## config.mk

```make
export PLATFORM = sky130hd
export DESIGN_NAME = daclu_core
export DESIGN_NICKNAME = d
export VERILOG_FILES = /design/src/shared/daclu_pkg.sv /design/src/core/daclu_sync.sv /design/src/core/daclu_core.sv
export SDC_FILE = /design/constraint.sdc
export NUM_CORES = 1
export LEC_CHECK = 0
export BUFFER_PORTS_ARGS = -buffer_cell sky130_fd_sc_hd__buf_4
export CAP_MARGIN = 15
export CORE_UTILIZATION = 33
export CTS_CLUSTER_DIAMETER = 200
export DETAILED_ROUTE_END_ITERATION = 10
export GPL_TIMING_DRIVEN = 0
export HOLD_SLACK_MARGIN = 0.08
export PLACE_DENSITY = 0.61
export SLEW_MARGIN = 20
export SYNTH_ARGS = -nofsm -noshare
export SYNTH_HDL_FRONTEND = slang
export SYNTH_SLANG_ARGS = --single-unit
```

## constraint.sdc

```tcl
create_clock -name CLOCK -period 3.2 [get_ports CLOCK]
set_input_delay 0.48 -clock CLOCK [delete_from_list [all_inputs] [get_ports CLOCK]]
set_output_delay 0.48 -clock CLOCK [all_outputs]
set_load 0.01 [all_outputs]
```

## src/shared/daclu_pkg.sv

```systemverilog
/*
 * daclu_pkg: register offsets, field positions, reset values and encodings
 * for the DAC latch update control block.
 * Assumes a 16-bit register port with byte offsets as printed.
 */
package daclu_pkg;

	// register offsets (byte addresses on the register port)
	localparam logic [3:0] OFF_CONTROL = 4'h4;
	localparam logic [3:0] OFF_SAMPLE = 4'h6;
	localparam logic [3:0] OFF_STATUS = 4'h8;
	localparam logic [3:0] OFF_VECTOR = 4'hA;
	localparam logic [3:0] OFF_MASK = 4'hC;

	// control field positions
	localparam int CTL_CONV_EN = 0;
	localparam int CTL_IRQ_EN = 1;
	localparam int CTL_DMA_EN = 2;
	localparam int CTL_LSEL_LO = 8;
	localparam int CTL_LSEL_HI = 9;
	localparam int CTL_REF_SEL = 12;
	localparam int CTL_ENC = 13;

	// status field positions
	localparam int STS_UPDATE = 0;

	// reset values
	localparam logic [15:0] CONTROL_RESET = 16'h0000;
	localparam logic [11:0] SAMPLE_RESET = 12'h000;
	localparam logic [15:0] MASK_RESET = 16'h0001;

	// vector values
	localparam logic [15:0] VEC_NONE = 16'h0000;
	localparam logic [15:0] VEC_UPDATE = 16'h0004;

	// load trigger select encodings
	typedef enum logic [1:0] {
		DACLU_LOAD_ON_WRITE = 2'h0,
		DACLU_LOAD_RSVD = 2'h1,
		DACLU_LOAD_TRIG0 = 2'h2,
		DACLU_LOAD_TRIG1 = 2'h3
	} daclu_lsel_t;

endpackage : daclu_pkg

```

## src/core/daclu_sync.sv

```systemverilog
/*
 * daclu_sync: two-flop synchroniser with a rising edge pulse behind it.
 * Assumes the input is asynchronous to CLOCK; the edge detector looks
 * only at the second and third stages.
 */
module daclu_sync (
	// clock and reset
	input wire logic clk,
	input wire logic rst_n,
	// async level in
	input wire logic async_in,
	// synchronised level and rising edge
	output logic level,
	output logic rise
);

	logic meta_q;
	logic meta_d;
	logic sync_q;
	logic sync_d;
	logic last_q;
	logic last_d;

	// next values of the synchroniser chain
	always_comb begin
		meta_d = async_in;
		sync_d = meta_q;
		last_d = sync_q;
	end

	// register the chain
	always_ff @(posedge clk or negedge rst_n) begin
		if (!rst_n) begin
			meta_q <= 1'b0;
			sync_q <= 1'b0;
			last_q <= 1'b0;
		end else begin
			meta_q <= meta_d;
			sync_q <= sync_d;
			last_q <= last_d;
		end
	end

	// outputs from the settled stages only
	assign level = sync_q;
	assign rise = sync_q & ~last_q;

endmodule : daclu_sync

```

## src/core/daclu_core.sv

```systemverilog
/*
 * daclu_core: digital control for a 12-bit DAC latch: control, sample,
 * status, vector and mask registers, trigger-driven latch loads, DMA
 * request and interrupt generation.
 * Assumes a 16-bit register port on CLOCK with one-cycle strobes, word
 * accesses only, and asynchronous trigger inputs from timers.
 */
// Implementation choice: the strobed register port.
//
// Functional notes
// ref select bit picks primary reference when clear, secondary when set
// load select 00 loads latch on each sample write; 01 reserved
// load select 10/11 loads latch on rising edge of trigger 0/1
// nonzero load select updates latch only with conversion enable set
// DMA enable issues a DMA request on every latch update
// interrupt enable bit in control gates the flag, resets disabled
// sample register holds 12-bit right-justified value, reset zero
// sample bits 15..12 read zero, writes to them ignored
// software and DMA use 16-bit word accesses only to sample register
// status writes accepted only while converter enable is clear
// update flag sets whenever the latch is updated
// writing one clears update flag, zero leaves it
// reading the vector register clears the update flag
// with DMA enabled, accepted DMA request clears the update flag
// vector reads 0004 while flag pending, 0000 otherwise
// interrupt output high while flag and interrupt enable both set; code also requires mask bit 0 set
module daclu_core #(
	parameter int DATA_BITS = 12
) (
	// clock and reset
	input wire logic CLOCK,
	input wire logic RESET_N,
	// register port
	input wire logic [3:0] REG_ADDR,
	input wire logic [15:0] REG_WDATA,
	input wire logic REG_WR,
	input wire logic REG_RD,
	output logic [15:0] REG_RDATA,
	// load triggers, asynchronous
	input wire logic TRIG0,
	input wire logic TRIG1,
	// DMA handshake
	output logic DMA_REQ,
	input wire logic DMA_ACK,
	// analog side
	output logic [11:0] DAC_LATCH,
	output logic DAC_REF_SEL,
	output logic DAC_ENABLE,
	// interrupt
	output logic IRQ
);

	initial begin
		if (DATA_BITS != 12) begin
			$error("daclu_core: only 12 data bits supported");
		end
	end

	// control fields
	logic [15:0] ctl_q;
	logic [15:0] ctl_d;
	logic [11:0] sample_q;
	logic [11:0] sample_d;
	logic [11:0] latch_q;
	logic [11:0] latch_d;
	logic flag_q;
	logic flag_d;
	logic mask_q;
	logic mask_d;
	logic dma_q;
	logic dma_d;
	logic [15:0] rdata_q;
	logic [15:0] rdata_d;

	logic trig0_rise;
	logic trig1_rise;
	logic conv_en;
	logic irq_en;
	logic dma_en;
	logic enc;
	logic [1:0] lsel;
	logic wr_sample;
	logic load;

	// trigger synchronisers
	daclu_sync u_sync0 (
		.clk(CLOCK),
		.rst_n(RESET_N),
		.async_in(TRIG0),
		.level(),
		.rise(trig0_rise)
	);

	daclu_sync u_sync1 (
		.clk(CLOCK),
		.rst_n(RESET_N),
		.async_in(TRIG1),
		.level(),
		.rise(trig1_rise)
	);

	// decode helper for writes
	function automatic logic wr_hit(input logic [3:0] off);
		wr_hit = REG_WR && (REG_ADDR == off);
	endfunction : wr_hit

	// control field views
	assign conv_en = ctl_q[daclu_pkg::CTL_CONV_EN];
	assign irq_en = ctl_q[daclu_pkg::CTL_IRQ_EN];
	assign dma_en = ctl_q[daclu_pkg::CTL_DMA_EN];
	assign enc = ctl_q[daclu_pkg::CTL_ENC];
	assign lsel = ctl_q[daclu_pkg::CTL_LSEL_HI:daclu_pkg::CTL_LSEL_LO];
	assign wr_sample = wr_hit(daclu_pkg::OFF_SAMPLE);

	// latch load decision
	always_comb begin
		load = 1'b0;
		case (daclu_pkg::daclu_lsel_t'(lsel))
			daclu_pkg::DACLU_LOAD_ON_WRITE: load = wr_sample;
			daclu_pkg::DACLU_LOAD_TRIG0: load = trig0_rise & enc;
			daclu_pkg::DACLU_LOAD_TRIG1: load = trig1_rise & enc;
			default: load = 1'b0;
		endcase
	end

	// control register writes, held while converter is enabled except enable and trigger-enable
	always_comb begin
		ctl_d = ctl_q;
		if (wr_hit(daclu_pkg::OFF_CONTROL) && !conv_en) begin
			ctl_d = 16'h0000;
			ctl_d[daclu_pkg::CTL_REF_SEL] =
				REG_WDATA[daclu_pkg::CTL_REF_SEL];
			ctl_d[daclu_pkg::CTL_LSEL_HI:daclu_pkg::CTL_LSEL_LO] =
				REG_WDATA[daclu_pkg::CTL_LSEL_HI:daclu_pkg::CTL_LSEL_LO];
			ctl_d[daclu_pkg::CTL_DMA_EN] = REG_WDATA[daclu_pkg::CTL_DMA_EN];
			ctl_d[daclu_pkg::CTL_IRQ_EN] = REG_WDATA[daclu_pkg::CTL_IRQ_EN];
			ctl_d[daclu_pkg::CTL_ENC] = REG_WDATA[daclu_pkg::CTL_ENC];
			ctl_d[daclu_pkg::CTL_CONV_EN] =
				REG_WDATA[daclu_pkg::CTL_CONV_EN];
		end else if (wr_hit(daclu_pkg::OFF_CONTROL)) begin
			// enable and trigger-enable stay writable to stop the DAC
			ctl_d[daclu_pkg::CTL_CONV_EN] =
				REG_WDATA[daclu_pkg::CTL_CONV_EN];
			ctl_d[daclu_pkg::CTL_ENC] = REG_WDATA[daclu_pkg::CTL_ENC];
		end
	end

	// sample register and latch
	always_comb begin
		sample_d = sample_q;
		latch_d = latch_q;
		if (wr_sample) begin
			sample_d = REG_WDATA[11:0];
		end
		if (load) begin
			// a write-triggered load takes the new word directly
			latch_d = wr_sample ? REG_WDATA[11:0] : sample_q;
		end
	end

	// update flag: set wins over every clear
	always_comb begin
		flag_d = flag_q;
		if (wr_hit(daclu_pkg::OFF_STATUS) && !conv_en &&
			REG_WDATA[daclu_pkg::STS_UPDATE]) begin
			flag_d = 1'b0;
		end
		if (REG_RD && REG_ADDR == daclu_pkg::OFF_VECTOR) begin
			flag_d = 1'b0;
		end
		if (dma_en && dma_q && DMA_ACK) begin
			flag_d = 1'b0;
		end
		if (load) begin
			flag_d = 1'b1;
		end
	end

	// DMA request: held until acknowledged or DMA enable is cleared
	always_comb begin
		dma_d = dma_q;
		if (DMA_ACK || !dma_en) begin
			dma_d = 1'b0;
		end
		if (load && dma_en) begin
			dma_d = 1'b1;
		end
	end

	// interrupt mask register
	always_comb begin
		mask_d = mask_q;
		if (wr_hit(daclu_pkg::OFF_MASK)) begin
			mask_d = REG_WDATA[0];
		end
	end

	// read data, one cycle after the strobe
	always_comb begin
		rdata_d = 16'h0000;
		if (REG_RD) begin
			case (REG_ADDR)
				daclu_pkg::OFF_CONTROL: rdata_d = ctl_q;
				daclu_pkg::OFF_SAMPLE: rdata_d = {4'h0, sample_q};
				daclu_pkg::OFF_STATUS: rdata_d = {15'h0000, flag_q};
				daclu_pkg::OFF_VECTOR: rdata_d = flag_q ?
					daclu_pkg::VEC_UPDATE : daclu_pkg::VEC_NONE;
				daclu_pkg::OFF_MASK: rdata_d = {15'h0000, mask_q};
				default: rdata_d = 16'h0000;
			endcase
		end
	end

	// register all state
	always_ff @(posedge CLOCK or negedge RESET_N) begin
		if (!RESET_N) begin
			ctl_q <= daclu_pkg::CONTROL_RESET;
			sample_q <= daclu_pkg::SAMPLE_RESET;
			latch_q <= daclu_pkg::SAMPLE_RESET;
			flag_q <= 1'b0;
			mask_q <= daclu_pkg::MASK_RESET[0];
			dma_q <= 1'b0;
			rdata_q <= 16'h0000;
		end else begin
			ctl_q <= ctl_d;
			sample_q <= sample_d;
			latch_q <= latch_d;
			flag_q <= flag_d;
			mask_q <= mask_d;
			dma_q <= dma_d;
			rdata_q <= rdata_d;
		end
	end

	// outputs
	assign REG_RDATA = rdata_q;
	assign DMA_REQ = dma_q;
	assign DAC_LATCH = latch_q;
	assign DAC_REF_SEL = ctl_q[daclu_pkg::CTL_REF_SEL];
	assign DAC_ENABLE = conv_en;
	assign IRQ = flag_q & irq_en & mask_q;

endmodule : daclu_core

```

==> flow_summary.yaml <==
status:
  status: "completed"
clock_tree:
  cts_tree: "done"
  clk_pin_slew_worst_paths_ns: 0.09
  cts_hold_buf: 0
  postCtsSetupBuffers: 0
  cts_inserted_buffers: 5
  post_cts_resized: 0
  htreeDepth: 2
  clock_sink_count: 54
  cts_buffer_depth: 2
  root_buffer: "clkbuf_8"
  clock_latency_ns: 0.30
sta:
  final_hold_viol_count: 0
  setup_slack_ns: 1.44
  tightestPinTransition_ns: 0.689
  fin_setup_tns_ns: 0
  maxSlewHeadroom: 0.538
  slew_violations: 0
  fmax_mhz: 569
  period_needed_ns: 1.76
  finalCritPeriodShare: 0.549
  rsz0062_at_grt: "no"
  finalSetupViolCount: 0
  finClkSkew_ns: 0.00496
  hold_ws_ns: 0.213
global_routing:
  antenna_found_initial: 0
  grt_pass1_vias: 1362
  grt_pass1_wl_um: 6490
  grt_start_max_net_pins: 55
  grt.total_usage: 0.132
  gr-total-overflow: 0
route:
  route.vias.total: 1300
  drtIter0Drc: 65
  ant_nets: 0
  via_per_inst: 4.64
  drt-total-wl_um: 4030
  drtPass1Iterations: 4
  drc: 0
  wl_per_cell_um: 14.4
finish:
  post-route-util: 0.433
  nNetsFinal: 229
  areaGrowthSynthToFinish_pct: 27.0
  drive_gt1_frac: 0.517
  num_antenna_cells: 0
worst_setup_path:
  start_kind: "flip-flop"
  arrival_ns: 1.95
  worstSetupPathType: "reg2reg"
  worstPathMaxFanout: 10
  r2r_cells: 5
  critPathRequiredTime_ns: 3.39
  end_kind: "flip-flop"
  r2r_slack_ns: 1.44
  worstReg2RegStart: "ctl_q[8]$_DFFE_PN0P_"
  r2r-end: "DAC_LATCH[8]$_DFFE_PN0P_"
synthesis:
  synth_area_um2: 2150
  yosys.area.top_type: "dfrtp_1"
  yosysWarnings: 0
  synth.top_cell.area_share: 0.616
  synth_area_leaders: "dfrtp_1 (62%), mux2_2 (12%), mux2_4 (7.0%), and2_1 (2.6%), a32oi_4 (1.3%)"
  ys_ff_latch: 54
  async_flop_share: 1.00
  synth_most_common_cell: "dfrtp_1"
  syn_area_per_cell_um2: 15.2
  synth-edff-count: 0
  syn_inst: 142
  yosysSeqAreaShare: 0.628
  synth_top_flop_cell: "dfrtp_1"
  synthTopCellsByCount: "dfrtp_1 (53), mux2_2 (23), mux2_4 (10), and2_1 (9), nor2_1 (6)"
  synthDistinctLibCells: 34
placement:
  portBuffers: 52
  gp_congestion: 0.756
  hpwl_um: 2790
  place_ws_ns: 1.17
floorplanning:
  io_pins: 59
  std_cell_rows: 29
  die_w_um: 82.8
  die_y_um: 82.8
  initial_core_util: 0.341
  core_um2: 6310
  die_area_um2: 6850
pwr:
  p_leak_nw: 1.33
  ir_worst_vdd_uv: 350
  finalPower_w: 0.00168
  cellPowerDensity_nw_per_um2: 616
run:
  max_cap_violations: 0
worst_hold_path:
  min_path_type: "in2async"
==> per-stage QoR <==
step,area (um^2),std cells
final,2740,280
after global routing,2740,280
after detailed placement,2640,272
after global placement,2640,272
after floorplan,2160,143
after CTS,2740,280
==> sequential cells by signal, summed over array words and instances (netlist names), 7 cells and up <==
name / cells
ctl_q: 7
sample_q: 12
DAC_LATCH: 12
REG_RDATA: 14
==> worst max-delay path, cell delays in order (launching register included) <==
cell and delay [ns]:
dfrtp_1 0.43, nor2_1 0.07, a32o_1 0.24, a32oi_4 0.35
buf_6 0.21, mux2_2 0.34
==> how the worst max path moves through the flow <==
stage,slack (ns),depth (start not counted),end,start
floorplan,1.43,6,DAC_LATCH[1]$_DFFE_PN0P_,REG_ADDR[0]
global placement,1.18,5,ctl_q[1]$_DFFE_PN0P_,REG_ADDR[1]
detailed placement,1.17,5,ctl_q[9]$_DFFE_PN0P_,REG_ADDR[1]
CTS,1.42,5,DAC_LATCH[8]$_DFFE_PN0P_,ctl_q[8]$_DFFE_PN0P_
global route,1.34,5,DAC_LATCH[8]$_DFFE_PN0P_,ctl_q[8]$_DFFE_PN0P_
finish,1.44,5,DAC_LATCH[8]$_DFFE_PN0P_,ctl_q[8]$_DFFE_PN0P_
==> routing by layer <==
layer	share of wire	GRT usage	vias up
li1	-	-	613
met1	0.46	0.165	636
met2	0.45	0.213	45
met3	0.073	0.0459	6
met4	0.0097	0.0466	0
met5	0	0	-
==> area by class of cell <==
cell class,instances,area (um^2)
clock buffer,7,86.3
multi-input combinational,81,746
buffer,6,51.3
sequential,54,1350
fill,608,3580
tap,77,96.3
clock inverter,1,5.00
timing repair buffer,52,390
inverter,2,7.51
==> layout by cell type, fill, tap and decap left out, types with 2 or more instances in the layout <==
cell type,count
clkbuf_8,6
nand2_1,2
a22o_1,3
mux2_4,10
nor2_1,6
dfrtp_1,53
mux2_2,23
and2_1,9
inv_1,2
buf_4,54
nor3_1,3
conb_1,2
nand3_1,5
mux2i_1,2
==> power by group <==
part / internal, W / switching, W
Combinational: 0.000243 / 0.000151
Clock: 0.000175 / 0.000211
Sequential: 0.000819 / 0.0000839
Total: 0.00124 / 0.000446
==> kinds of logic after synthesis <==
group | Yosys count | synth area share
and+or+nand+nor | 34 | 0.0988
buffers and inverters | 8 | 0.0273
muxes | 35 | 0.199
DFF | 54 | 0.628
AOI/OAI and AO/OA | 10 | 0.0447
other | 1 | 0.00174
Note: power is estimated with default switching activity, not from simulation.
